==> config.mk <==
export PLATFORM = sky130hd
export DESIGN_NAME = dual_counter_waveform_capture
export DESIGN_NICKNAME = d
export VERILOG_FILES = /design/src/verilog/dual_counter_pkg.sv /design/src/verilog/dual_counter_waveform_capture.sv
export VERILOG_INCLUDE_DIRS = /design/src /design/src/verilog
export SDC_FILE = /design/constraint.sdc
export NUM_CORES = 1
export LEC_CHECK = 0
export ABC_CLOCK_PERIOD_IN_PS = 3200
export BUFFER_PORTS_ARGS = -buffer_cell sky130_fd_sc_hd__buf_4
export CAP_MARGIN = 20
export CORE_UTILIZATION = 60
export CTS_BUF_LIST = sky130_fd_sc_hd__clkbuf_2 sky130_fd_sc_hd__clkbuf_4 sky130_fd_sc_hd__clkbuf_8
export CTS_CLUSTER_SIZE = 14
export DETAILED_ROUTE_END_ITERATION = 8
export PLACE_DENSITY = 0.82
export SYNTH_ARGS = -nofsm -noshare
export SYNTH_HDL_FRONTEND = slang
export SYNTH_SLANG_ARGS = --single-unit
==> constraint.sdc <==
create_clock -name pclk -period 3.2 [get_ports pclk]
set_clock_uncertainty 0.15 [all_clocks]
set_input_delay 0.32 -clock pclk [delete_from_list [all_inputs] [get_ports pclk]]
set_output_delay 0.32 -clock pclk [all_outputs]
set_load 0.01 [all_outputs]
==> src/verilog/dual_counter_params.svh <==
/*
 * register offsets, field positions and reset values of the dual counter block.
 * assumes a 32-bit apb slave with word-aligned registers.
 */
`ifndef DUAL_COUNTER_PARAMS_SVH
`define DUAL_COUNTER_PARAMS_SVH

`define ADDR_SHORT_CONTROL 12'h000
`define ADDR_SHARED_CONTROL 12'h004
`define ADDR_LONG_CONTROL 12'h008
`define ADDR_SHORT_RELOAD_LOW 12'h010
`define ADDR_SHORT_RELOAD_HIGH 12'h014
`define ADDR_LONG_RELOAD_LOW 12'h018
`define ADDR_LONG_RELOAD_HIGH 12'h01c
`define ADDR_SHORT_CAPTURE_LOW 12'h020
`define ADDR_SHORT_CAPTURE_HIGH 12'h024
`define ADDR_LONG_CAPTURE_LOW 12'h028
`define ADDR_LONG_CAPTURE_HIGH 12'h02c
`define ADDR_SHORT_COUNT 12'h030
`define ADDR_LONG_COUNT 12'h034

// counter control fields
`define BIT_ENABLE 7
`define BIT_SINGLE 6
`define BIT_TIMEOUT 5
`define BIT_EDGE_IRQ_EN 2
`define BIT_TIMEOUT_IRQ_EN 1
// shared control fields
`define BIT_DEMOD 7
`define BIT_EDGE_HI 5
`define BIT_EDGE_LO 4
`define BIT_OMODE_HI 3
`define BIT_OMODE_LO 2
`define BIT_SHORT_INIT 1
`define BIT_LONG_INIT 0
`define BIT_EDGE_POS 1
`define BIT_EDGE_NEG 0

`define RESET_BYTE 8'h00
`define FULL_BYTE 8'hff
`define FULL_WORD 16'hffff

`endif

==> src/verilog/dual_counter_pkg.sv <==
/*
 * types shared by the dual counter block.
 * assumes nothing beyond the params header.
 */
package dual_counter_pkg;
    typedef enum logic [1:0] {
        omode_normal,
        omode_pingpong,
        omode_force0,
        omode_force1
    } omode_t;

    typedef struct packed {
        logic [11:0] paddr;
        logic pwrite;
        logic [31:0] pwdata;
    } apb_req_t;

    typedef struct packed {
        logic short_irq;
        logic long_irq;
    } irq_t;
endpackage

==> src/verilog/dual_counter_waveform_capture.sv <==
/*
 * dual down-counter with waveform generation and edge capture, apb registers.
 * assumes one clock pclk, demod_in asynchronous, irq consumed elsewhere.
 */
// What this block does
// - disabled short output is inverse of its initial-level bit
// - short enable drives initial level, loads low or high reload
// - single-pass short counts to zero, stops, toggles, flags timeout
// - modulo-n short toggles at terminal count, reloads by new level
// - each modulo-n half-cycle sets timeout and may interrupt
// - reload registers writable anytime, used only at next load
// - short reload of zero wraps to ff, not a timeout
// - demod counting starts on first selected input edge
// - later edges capture inverted count, rising low, falling high
// - capture sets edge flag, may interrupt, reloads from high
// - demod zero sets timeout and continues from ff
// - disabled long output is inverse of its initial-level bit
// - output codes 10 and 11 force long output low or high
// - long enable loads high*256+low and drives initial level
// - long zero toggles, flags, may interrupt; modulo-n reloads
// - long reload of zero wraps to ffff, not a timeout
// - long demod edges capture count pair, reload and resume
// - ping-pong alternates short and long counters at terminal counts
`timescale 1ns/1ps
`default_nettype none
`include "dual_counter_params.svh"

module dual_counter_waveform_capture
    import dual_counter_pkg::*;
(
    // clock and reset
    input wire logic pclk,
    input wire logic presetn,
    input wire logic clk_en,
    // apb slave
    input wire logic psel,
    input wire logic penable,
    input wire logic pwrite,
    input wire logic [11:0] paddr,
    input wire logic [31:0] pwdata,
    input wire logic [3:0] pstrb,
    output logic [31:0] prdata,
    output logic pready,
    output logic pslverr,
    // waveform pins
    input wire logic demod_in,
    output logic short_counter_output,
    output logic long_counter_output,
    output logic short_irq,
    output logic long_irq
);

    ////////////////////////////////////////////////////////////////////////
    logic [7:0] short_counter_control;
    logic [7:0] shared_counter_control;
    logic [7:0] long_counter_control;
    logic [7:0] short_reload_low;
    logic [7:0] short_reload_high;
    logic [7:0] long_reload_low_byte;
    logic [7:0] long_reload_high_byte;
    logic [7:0] short_capture_low;
    logic [7:0] short_capture_high;
    logic [7:0] long_capture_low_byte;
    logic [7:0] long_capture_high_byte;
    logic [7:0] short_count;
    logic [15:0] long_count;
    logic short_out;
    logic long_out;
    logic short_run;
    logic long_run;
    logic short_started;
    logic [2:0] sync;
    logic level;
    logic short_tick;
    logic long_tick;
    logic short_en_rise;
    logic long_en_rise;
    logic short_en_d;
    logic long_en_d;
    apb_req_t req;
    omode_t omode;

    assign req = '{paddr: paddr, pwrite: pwrite, pwdata: pwdata};
    assign omode = omode_t'(shared_counter_control[`BIT_OMODE_HI:`BIT_OMODE_LO]);

    wire demod = shared_counter_control[`BIT_DEMOD];
    wire wr = psel && penable && req.pwrite && pstrb[0] && clk_en;
    wire wr_short = wr && req.paddr == `ADDR_SHORT_CONTROL;
    wire wr_shared = wr && req.paddr == `ADDR_SHARED_CONTROL;
    wire wr_long = wr && req.paddr == `ADDR_LONG_CONTROL;
    wire short_en = short_counter_control[`BIT_ENABLE];
    wire long_en = long_counter_control[`BIT_ENABLE];
    wire pingpong = omode == omode_pingpong && !demod;

    function automatic logic addr_known(input logic [11:0] a);
        addr_known = a <= `ADDR_LONG_COUNT && a[1:0] == 2'b00 && a != 12'h00c
            && a != 12'h03c;
    endfunction

    function automatic logic edge_hit(input logic rise, input logic fall,
                                      input logic [7:0] sh);
        edge_hit = (rise && sh[`BIT_EDGE_LO]) || (fall && sh[`BIT_EDGE_HI]);
    endfunction

    ////////////////////////////////////////////////////////////////////////
    // three-stage input synchroniser
    // sampled on pclk
    always_ff @(posedge pclk or negedge presetn) begin
        if (!presetn) begin
            sync <= 3'h0;
            level <= 1'b0;
        end else if (clk_en) begin
            sync <= {sync[1:0], demod_in};
            if (sync[1] == sync[2]) begin
                level <= sync[2];
            end
        end
    end

    wire agree = sync[1] == sync[2];
    wire rise = agree && sync[2] && !level;
    wire fall = agree && !sync[2] && level;
    wire sel_edge = edge_hit(rise, fall, shared_counter_control);

    ////////////////////////////////////////////////////////////////////////
    // apb slave, zero wait states
    assign pready = 1'b1;

    always_ff @(posedge pclk or negedge presetn) begin
        if (!presetn) begin
            prdata <= 32'h0;
            pslverr <= 1'b0;
        end else if (clk_en) begin
            pslverr <= 1'b0;
            if (psel && !penable) begin
                pslverr <= !addr_known(req.paddr);
                unique case (req.paddr)
                    `ADDR_SHORT_CONTROL: prdata <= {24'h0, short_counter_control};
                    `ADDR_SHARED_CONTROL: prdata <= {24'h0, shared_counter_control};
                    `ADDR_LONG_CONTROL: prdata <= {24'h0, long_counter_control};
                    `ADDR_SHORT_RELOAD_LOW: prdata <= {24'h0, short_reload_low};
                    `ADDR_SHORT_RELOAD_HIGH: prdata <= {24'h0, short_reload_high};
                    `ADDR_LONG_RELOAD_LOW: prdata <= {24'h0, long_reload_low_byte};
                    `ADDR_LONG_RELOAD_HIGH: prdata <= {24'h0, long_reload_high_byte};
                    `ADDR_SHORT_CAPTURE_LOW: prdata <= {24'h0, short_capture_low};
                    `ADDR_SHORT_CAPTURE_HIGH: prdata <= {24'h0, short_capture_high};
                    `ADDR_LONG_CAPTURE_LOW: prdata <= {24'h0, long_capture_low_byte};
                    `ADDR_LONG_CAPTURE_HIGH: prdata <= {24'h0, long_capture_high_byte};
                    `ADDR_SHORT_COUNT: prdata <= {24'h0, short_count};
                    `ADDR_LONG_COUNT: prdata <= {16'h0, long_count};
                    default: prdata <= 32'h0;
                endcase
            end
        end
    end

    always_ff @(posedge pclk or negedge presetn) begin
        if (!presetn) begin
            short_reload_low <= `RESET_BYTE;
            short_reload_high <= `RESET_BYTE;
            long_reload_low_byte <= `RESET_BYTE;
            long_reload_high_byte <= `RESET_BYTE;
        end else if (wr) begin
            unique case (req.paddr)
                `ADDR_SHORT_RELOAD_LOW: short_reload_low <= req.pwdata[7:0];
                `ADDR_SHORT_RELOAD_HIGH: short_reload_high <= req.pwdata[7:0];
                `ADDR_LONG_RELOAD_LOW: long_reload_low_byte <= req.pwdata[7:0];
                `ADDR_LONG_RELOAD_HIGH: long_reload_high_byte <= req.pwdata[7:0];
                default: ;
            endcase
        end
    end

    always_ff @(posedge pclk or negedge presetn) begin
        if (!presetn) begin
            shared_counter_control <= `RESET_BYTE;
        end else if (clk_en) begin
            if (wr_shared) begin
                shared_counter_control[7:2] <= req.pwdata[7:2];
                if (!demod) begin
                    shared_counter_control[1:0] <= req.pwdata[1:0];
                end
            end
            if (demod && wr_shared) begin
                shared_counter_control[`BIT_EDGE_POS] <=
                    shared_counter_control[`BIT_EDGE_POS] && !req.pwdata[`BIT_EDGE_POS];
                shared_counter_control[`BIT_EDGE_NEG] <=
                    shared_counter_control[`BIT_EDGE_NEG] && !req.pwdata[`BIT_EDGE_NEG];
            end
            if (demod && short_en && short_started && sel_edge) begin
                if (rise) shared_counter_control[`BIT_EDGE_POS] <= 1'b1;
                if (fall) shared_counter_control[`BIT_EDGE_NEG] <= 1'b1;
            end
        end
    end

    ////////////////////////////////////////////////////////////////////////
    // control registers: enable, mode, timeout flag
    always_ff @(posedge pclk or negedge presetn) begin
        if (!presetn) begin
            short_counter_control <= `RESET_BYTE;
        end else if (clk_en) begin
            if (wr_short) begin
                short_counter_control[7:6] <= req.pwdata[7:6];
                short_counter_control[4:0] <= req.pwdata[4:0];
                short_counter_control[`BIT_TIMEOUT] <=
                    short_counter_control[`BIT_TIMEOUT] && !req.pwdata[`BIT_TIMEOUT];
            end
            if (short_tick && !demod && short_counter_control[`BIT_SINGLE]) begin
                short_counter_control[`BIT_ENABLE] <= 1'b0;
            end
            if (pingpong && long_tick) begin
                short_counter_control[`BIT_ENABLE] <= 1'b1;
            end
            if (short_tick) begin
                short_counter_control[`BIT_TIMEOUT] <= 1'b1;
            end
        end
    end

    always_ff @(posedge pclk or negedge presetn) begin
        if (!presetn) begin
            long_counter_control <= `RESET_BYTE;
        end else if (clk_en) begin
            if (wr_long) begin
                long_counter_control[7:6] <= req.pwdata[7:6];
                long_counter_control[4:0] <= req.pwdata[4:0];
                long_counter_control[`BIT_TIMEOUT] <=
                    long_counter_control[`BIT_TIMEOUT] && !req.pwdata[`BIT_TIMEOUT];
            end
            if (long_tick && !demod && long_counter_control[`BIT_SINGLE]) begin
                long_counter_control[`BIT_ENABLE] <= 1'b0;
            end
            if (pingpong && short_tick) begin
                long_counter_control[`BIT_ENABLE] <= 1'b1;
            end
            if (long_tick) begin
                long_counter_control[`BIT_TIMEOUT] <= 1'b1;
            end
        end
    end

    always_ff @(posedge pclk or negedge presetn) begin
        if (!presetn) begin
            short_en_d <= 1'b0;
            long_en_d <= 1'b0;
        end else if (clk_en) begin
            short_en_d <= short_en;
            long_en_d <= long_en;
        end
    end

    assign short_en_rise = short_en && !short_en_d;
    assign long_en_rise = long_en && !long_en_d;
    assign short_tick = short_run && short_count == 8'h01 && clk_en;
    assign long_tick = long_run && long_count == 16'h0001 && clk_en;

    ////////////////////////////////////////////////////////////////////////
    // short counter
    always_ff @(posedge pclk or negedge presetn) begin
        if (!presetn) begin
            short_count <= `RESET_BYTE;
            short_out <= 1'b0;
            short_run <= 1'b0;
            short_started <= 1'b0;
            short_capture_low <= `RESET_BYTE;
            short_capture_high <= `RESET_BYTE;
        end else if (clk_en) begin
            if (!short_en) begin
                short_run <= 1'b0;
                short_started <= 1'b0;
            end else if (short_en_rise) begin
                short_out <= shared_counter_control[`BIT_SHORT_INIT];
                short_count <= shared_counter_control[`BIT_SHORT_INIT] ?
                    short_reload_high : short_reload_low;
                short_run <= !demod;
            end else if (demod) begin
                if (!short_started && sel_edge) begin
                    short_started <= 1'b1;
                    short_run <= 1'b1;
                end else if (short_started && sel_edge) begin
                    if (rise) short_capture_low <= ~short_count;
                    if (fall) short_capture_high <= ~short_count;
                    short_count <= short_reload_high;
                end else if (short_run) begin
                    short_count <= short_count - 8'h01;
                end
            end else if (short_tick) begin
                short_out <= !short_out;
                short_count <= short_out ? short_reload_low : short_reload_high;
                if (short_counter_control[`BIT_SINGLE]) begin
                    short_run <= 1'b0;
                end
            end else if (short_run) begin
                short_count <= short_count - 8'h01;
            end
        end
    end

    ////////////////////////////////////////////////////////////////////////
    // long counter
    wire [15:0] long_reload = {long_reload_high_byte, long_reload_low_byte};

    always_ff @(posedge pclk or negedge presetn) begin
        if (!presetn) begin
            long_count <= `FULL_WORD;
            long_out <= 1'b0;
            long_run <= 1'b0;
            long_capture_low_byte <= `RESET_BYTE;
            long_capture_high_byte <= `RESET_BYTE;
        end else if (clk_en) begin
            if (!long_en) begin
                long_run <= 1'b0;
            end else if (long_en_rise) begin
                long_count <= long_reload;
                long_out <= shared_counter_control[`BIT_LONG_INIT];
                long_run <= !demod;
            end else if (demod) begin
                if (sel_edge) begin
                    {long_capture_high_byte, long_capture_low_byte} <= ~long_count;
                    long_count <= long_reload;
                    long_run <= 1'b1;
                end else if (long_run) begin
                    long_count <= long_count - 16'h0001;
                end
            end else if (long_tick) begin
                long_out <= !long_out;
                long_count <= long_reload;
                if (long_counter_control[`BIT_SINGLE]) begin
                    long_run <= 1'b0;
                end
            end else if (long_run) begin
                long_count <= long_count - 16'h0001;
            end
        end
    end

    ////////////////////////////////////////////////////////////////////////
    // output pins and interrupts
    // output select
    // a pending enable shows the initial level, not a stale toggle state
    always_comb begin
        short_counter_output = short_en_rise ? shared_counter_control[`BIT_SHORT_INIT] :
            (short_en || short_run) ? short_out : !shared_counter_control[`BIT_SHORT_INIT];
        unique case (omode)
            omode_force0: long_counter_output = 1'b0;
            omode_force1: long_counter_output = 1'b1;
            default: long_counter_output = long_en_rise ?
                shared_counter_control[`BIT_LONG_INIT] : (long_en || long_run) ? long_out :
                !shared_counter_control[`BIT_LONG_INIT];
        endcase
    end

    assign short_irq = (short_counter_control[`BIT_TIMEOUT] &&
        short_counter_control[`BIT_TIMEOUT_IRQ_EN]) ||
        (demod && short_counter_control[`BIT_EDGE_IRQ_EN] &&
        |shared_counter_control[`BIT_EDGE_POS:`BIT_EDGE_NEG]);
    assign long_irq = long_counter_control[`BIT_TIMEOUT] &&
        long_counter_control[`BIT_TIMEOUT_IRQ_EN];

    ////////////////////////////////////////////////////////////////////////
    property p_short_timeout;
        @(posedge pclk) disable iff (!presetn)
        short_tick |=> short_counter_control[`BIT_TIMEOUT];
    endproperty
    a_short_timeout: assert property (p_short_timeout) else $error("short timeout lost");

    property p_short_toggle;
        @(posedge pclk) disable iff (!presetn)
        short_en && short_tick && !demod && !short_en_rise |=> short_out != $past(short_out);
    endproperty
    a_short_toggle: assert property (p_short_toggle) else $error("short no toggle");

    property p_short_load;
        @(posedge pclk) disable iff (!presetn)
        short_en_rise && clk_en |=> short_out == $past(shared_counter_control[1]);
    endproperty
    a_short_load: assert property (p_short_load) else $error("short init level");

    property p_long_force;
        @(posedge pclk) disable iff (!presetn)
        omode == omode_force1 |-> long_counter_output;
    endproperty
    a_long_force: assert property (p_long_force) else $error("long force");

    property p_long_idle;
        @(posedge pclk) disable iff (!presetn)
        !long_en && !long_run && omode == omode_normal |->
            long_counter_output == !shared_counter_control[0];
    endproperty
    a_long_idle: assert property (p_long_idle) else $error("long idle level");

    property p_long_timeout;
        @(posedge pclk) disable iff (!presetn)
        long_tick |=> long_counter_control[`BIT_TIMEOUT];
    endproperty
    a_long_timeout: assert property (p_long_timeout) else $error("long timeout lost");

    property p_pingpong;
        @(posedge pclk) disable iff (!presetn)
        pingpong && short_tick && !wr_long |=> long_en;
    endproperty
    a_pingpong: assert property (p_pingpong) else $error("ping-pong handover");

    property p_capture;
        @(posedge pclk) disable iff (!presetn)
        demod && short_en && short_started && rise && sel_edge && clk_en && !short_en_rise
            |=> short_capture_low == ~$past(short_count);
    endproperty
    a_capture: assert property (p_capture) else $error("short capture");

endmodule
`default_nettype wire

**After elaboration in Yosys (flattened, before gate mapping)**

Cells that the tools add are included.

- Register bits: 156
- Input port bits: 55

- Add/sub/neg operators: 2
- $lt $le $gt $ge: 1
- Eq/ne operators: 32
- Muxes and demuxes: 55
- Bitwise logic cells: 5
- Reduce and logical (&&, ||, !) cells: 95

Operators by type and width:

| cell | number |
|---|---|
| $pmux 16 s13 | 1 |
| $mux 16 | 5 |
| $mux 8 | 10 |
| $eq 12x6->1 const B | 6 |
| $eq 12x5->1 const B | 4 |
| $logic_and 1x1->1 | 44 |
| $mux 1 | 34 |
| $reduce_and 2->1 | 14 |
| $reduce_and 4->1 | 5 |
| $eq 16x1->1 const B | 1 |
| $ne 4x2->1 const B | 4 |
| $not 16->16 | 1 |
| $sub 16x1->16 const B | 1 |
| $logic_not 1->1 | 15 |
| $reduce_and 7->1 | 2 |
| $eq 12x3->1 const B | 1 |
| $eq 12x4->1 const B | 1 |
| $le 12x6->1 const B | 1 |
| $logic_not 12->1 | 1 |
| $ne 12x4->1 const B | 1 |
| $ne 12x6->1 const B | 1 |
| $eq 8x1->1 const B | 1 |
| $mux 2 | 4 |
| $ne 2x1->1 const B | 4 |
| 18 further kinds | 28 |

**Longest topological paths before layout**

- Depth after elaboration: 10
- Gate-level depth with buffers: 10
- Mapped depth without buffers: 8

**Worst setup path before layout**

Ideal clock, no wire load.

- Path kind: register -> register
- Start: reg short_counter_control[7]
- End: reg short_count[0]
- Library setup time: 122 ps
- Data arrival time: 2415 ps
- Required time: 2928 ps
- Path slack: 513 ps
- Stages on the path, launching flop included: 10
- Buffers on the path: 2
- Period minus slack after synthesis: 2687 ps
- Cell sequence: dfrtp_1 -> clkbuf_1 -> nor2b_1 -> inv_1 -> clkbuf_1 -> ha_1 -> inv_1 -> o311ai_1 -> a21oi_1 -> a32o_1

- Longest elaborated chain between the ends: 3

Ends and longest elaborated chain:

| element | RTL line | source |
|---|---|---|
| start, declared | dual_counter_waveform_capture.sv:54 | `logic [7:0] short_counter_control;` |
| start signal, assigned | dual_counter_waveform_capture.sv:201 | `` short_counter_control <= `RESET_BYTE; `` |
| start signal, assigned | dual_counter_waveform_capture.sv:204 | `short_counter_control[7:6] <= req.pwdata[7:6];` |
| start signal, assigned by index | dual_counter_waveform_capture.sv:206 | `` short_counter_control[`BIT_TIMEOUT] <= `` |
| $logic_and 1x1->1 | dual_counter_waveform_capture.sv:253 | `assign short_en_rise = short_en && !short_en_d;` |
| $ne 3x3->1 (no line) | - |  |
| $reduce_and 3->1 (no line) | - |  |
| end signal, assigned | dual_counter_waveform_capture.sv:262 | `` short_count <= `RESET_BYTE; `` |
| end signal, assigned | dual_counter_waveform_capture.sv:274 | `` short_count <= shared_counter_control[`BIT_SHORT_INIT] ? `` |
| end signal, assigned | dual_counter_waveform_capture.sv:284 | `short_count <= short_reload_high;` |
| end, declared | dual_counter_waveform_capture.sv:65 | `logic [7:0] short_count;` |

Several ways; a longest one is shown, not always the timed one.
A chain may end at the register's enable or synchronous reset.

**Worst setup path in the final report**

- Start: reg long_count[6]
- End: reg long_count[3]

- Longest elaborated chain between the ends: 6

Ends and longest elaborated chain:

| element | RTL line | source |
|---|---|---|
| start, declared | dual_counter_waveform_capture.sv:66 | `logic [15:0] long_count;` |
| start signal, assigned | dual_counter_waveform_capture.sv:306 | `` long_count <= `FULL_WORD; `` |
| start signal, assigned | dual_counter_waveform_capture.sv:315 | `long_count <= long_reload;` |
| start signal, assigned | dual_counter_waveform_capture.sv:321 | `long_count <= long_reload;` |
| $eq 16x1->1 | dual_counter_waveform_capture.sv:256 | `assign long_tick = long_run && long_count == 16'h0001 && clk_en;` |
| $logic_and 1x1->1 (2 in series) | dual_counter_waveform_capture.sv:256 |  |
| $mux 16 | dual_counter_waveform_capture.sv:326 | `end else if (long_tick) begin` |
| $mux 16 | dual_counter_waveform_capture.sv:318 | `end else if (demod) begin` |
| $mux 16 | dual_counter_waveform_capture.sv:314 | `end else if (long_en_rise) begin` |

No other way between the ends.

==> impl_results.md <==
* Via count at approximately 7,000
* GRT Overall Usage at 37.5%
* Slew headroom at 46.9%
* CTS Sinks at 140
* Cell Area, Synth at about 8100 µm²
* # Post-CTS Setup Buffers at 0
* ANT nets after route at 0
* Setup crit end kind: flop
* I/O Buffers at 48
* Met1 Use GR at between 50 and 60%
* Synth top area cells: dfrtp_1, mux2_2, mux2i_1
* Top_reg_cell synth: dfrtp_1
* Core box area at around 13,000 µm²
* Final Cell Area at 9140 µm²
* Die area at between 10,000 and 15,000 µm²
* Via-to-Cell Ratio at between 6 and 7
* Die W at 118 µm
* Final hold slack at 49.9 ps
* Switching power at 0.883 mW
* Vias in the first global route at slightly below 7,000
* Row count at between 40 and 50
* Met3 Use GR at slightly below 9%
* WP data arrival at 2820 ps
* Synth top area share at a little under two fifths
* Layout cells sized above 1 at a little over a fifth
* Initial antenna violation count at 1
* I/O pin total at between 90 and 100
* Static Leak at between 4 and 5 nW
* Syn Inst Count at around 840
* Ant diodes at 0
* Final setup fails at 0
* Met2 usage at between 50% and 60%
* Switching power share of the total at approximately a quarter
* Clock-pin slew on the worst setup and hold paths at around 80 ps
* Congestion Overflow GR at 0
* Largest registers: long_count x16, prdata x16
* Int Pwr at about 2.7 mW
* Combinational Power Share at 5.9%
* Routability congestion estimate at approximately 1
* Post-CTS resize count at 0
* Pwr Density at ~400 nW/µm²
* Root Buffer: clkbuf_8
* Top cells by count, synth: dfrtp_1, nand2_1, o21ai_0
* Seq pwr share at 49.4%
* Final critical-path share of the clock period at about four fifths
* Synthesis Warnings at 0
* Initial Util at between 60% and 70%
* Final hold vios at 0
* Max Slew Vio Count at 0
* Layout net count at 946
* Async set-reset flop share out of synthesis at 100%
* Routed len/inst at roughly 23 µm
* Syn avg cell area at a little under 10 µm²
* Post-synth EDFFs at 0
* Unique masters post-synth at between 70 and 80
* Status: complete, no violations
* Data required time of the worst path at roughly 3400 ps
* Initial drt markers at between 600 and 700
* Sequential share of the synthesized area at 43.4%
* CTS Buf Count at 17
* DRC at 0
* Crit-path cells: nor4_1 > buf_4 > and4_1 > a21o_1 > or4_2 > o211ai_1
* Most frequent cell after synthesis: dfrtp_1
* Startpoint Class: flop
* Bufs on Longest Clock Path at 2
* Die H at about 120 µm
* Setup TNS at 0 ps
* RSZ-0062 raised after global routing: no
* Slowest cell on the critical path: or4_2
* Max Cap Viol at 0
* CTS tree: yes
* H-tree level count at 4
* Worst Hold Class: in2reg
* Worst-Skew Late Latency at roughly 460 ps
* Clock power frac at 44.7%
* Final WL at 24.9 mm
* Layout area overhead at 12.6%
* Detailed Place HPWL at about 18 mm
* Crit path time final at roughly 2600 ps
* Worst path max stage delay at roughly 700 ps
* Area after DPL at 8600 µm²
* Worst Setup Path Type: reg2reg
* First-pass DRT Iterations at 5
* Worst-margin pin slew at between 700 and 800 ps
* Max frequency at between 300 and 400 MHz
* FF+latch count, synth at 140
* Largest net degree at the start of global routing at 70
* Peak supply drop at approximately 0.00040 V
* Global-route wire length before repair at about 40 mm
* Area leader, netlist: dfrtp_1
* Worst-path maximum fanout at 18
* Grt peak-use layer: met2
-- per-layer routing --
layer | vias to the layer above | routed length [µm]
met5 | - | 0
met4 | 0 | 535
met3 | 44 | 2790
met2 | 439 | 11300
met1 | 3512 | 10300
li1 | 3166 | -
-- repair_timing --
item | in CTS | in global routing
endpoints found under the hold margin | 62 | 0
setup endpoints to repair | 0 | 0
hold buffers | 8 | 0
-- through the flow --
| stage | total power [mW] | instances | utilization (%) | setup WS, ps |
|---|---|---|---|---|
| after floorplan | 1.93 | 853 | - | 513 |
| after global placement | 2.03 | 1030 | 64.9 | 509 |
| after detailed placement | 2.03 | 1030 | 64.9 | 464 |
| after CTS | 3.63 | 1070 | 68.9 | 522 |
| after global routing | 3.73 | 1071 | 69.0 | 527 |
| final | 3.63 | 1071 | 69.0 | 612 |
-- power by group through the flow --
| stage | sequential, mW | combinational, mW | clock, mW |
|---|---|---|---|
| 6_report | 1.79 | 0.215 | 1.62 |
| 5_1_grt | 1.79 | 0.234 | 1.70 |
| 4_1_cts | 1.79 | 0.213 | 1.63 |
| 3_5_place_dp | 1.83 | 0.205 | 0 |
| 3_3_place_gp | 1.82 | 0.200 | 0 |
| 2_1_floorplan | 1.82 | 0.116 | 0 |
-- placed cells by master, fill, tap and decap left out, types with 5 or more instances in the layout --
cell type / n
mux2_2: 51
ha_1: 9
a211oi_1: 15
nand2b_1: 5
conb_1: 17
a2bb2oi_1: 7
a22oi_1: 9
and3_1: 11
dfstp_2: 16
inv_1: 20
a22o_1: 15
nand3_1: 24
o21ai_0: 63
o22ai_1: 7
o211ai_1: 6
nor4_1: 9
nand4_1: 9
nor2_1: 34
nor4b_1: 5
dlygate4sd3_1: 8
nand2_1: 102
mux2i_1: 46
a31oi_1: 17
xnor2_1: 5
nor3_1: 18
and2_1: 5
buf_4: 73
clkbuf_8: 19
nor2b_1: 8
a32oi_1: 7
dfrtp_1: 124
a21oi_1: 31
-- final cells by class --
class / instances / area, µm²
timing repair buffer: 83 / 659
multi-input combinational: 619 / 4210
clock buffer: 19 / 262
tap: 176 / 220
sequential: 140 / 3520
fill: 1042 / 4110
inverter: 21 / 78.8
clock inverter: 13 / 189
-- logic make-up (layout without fill, tap and decap cells) --
kind of cell               after synthesis  after routing  synth area share (%)
AOI/OAI and AO/OA                      220            220                  18.2
xor gates and xnor gates                 6              6                 0.647
adders and majority gates                9              9                  1.39
buffers and inverters                   94            136                  5.47
DFF                                    140            140                  43.4
muxes                                  102            102                  14.0
other                                    2             17                0.0925
and+or+nand+nor                        265            265                  16.8
-- critical path: cells and delay by family, from the launching register on --
| family | cells | cell delay [ps] |
|---|---|---|
| buffers and inverters | 1 | 150 |
| AND/OR/NAND/NOR | 3 | 1010 |
| flip-flops | 1 | 650 |
| AO/OA/AOI/OAI | 2 | 530 |
-- path summary, 6_finish.rpt --
path | depth (start not counted) | startpoint | slack [ps] | end
setup / recovery | 6 | long_count[6]$_DFFE_PN1P_ | 610 | long_count[3]$_DFFE_PN1P_
hold / removal | 3 | pwdata[1] | 50 | shared_counter_control[1]$_DFFE_PN0P_
setup reg to reg | 6 | long_count[6]$_DFFE_PN1P_ | 610 | long_count[3]$_DFFE_PN1P_
hold reg to reg | 2 | short_capture_high[7]$_DFFE_PN0P_ | 340 | short_capture_high[7]$_DFFE_PN0P_
max in group asynchronous | 3 | presetn | 1850 | long_count[12]$_DFFE_PN1P_
min in group asynchronous | 2 | presetn | 240 | long_capture_high_byte[6]$_DFFE_PN0P_
Note: power is estimated with default switching activity, not from simulation.
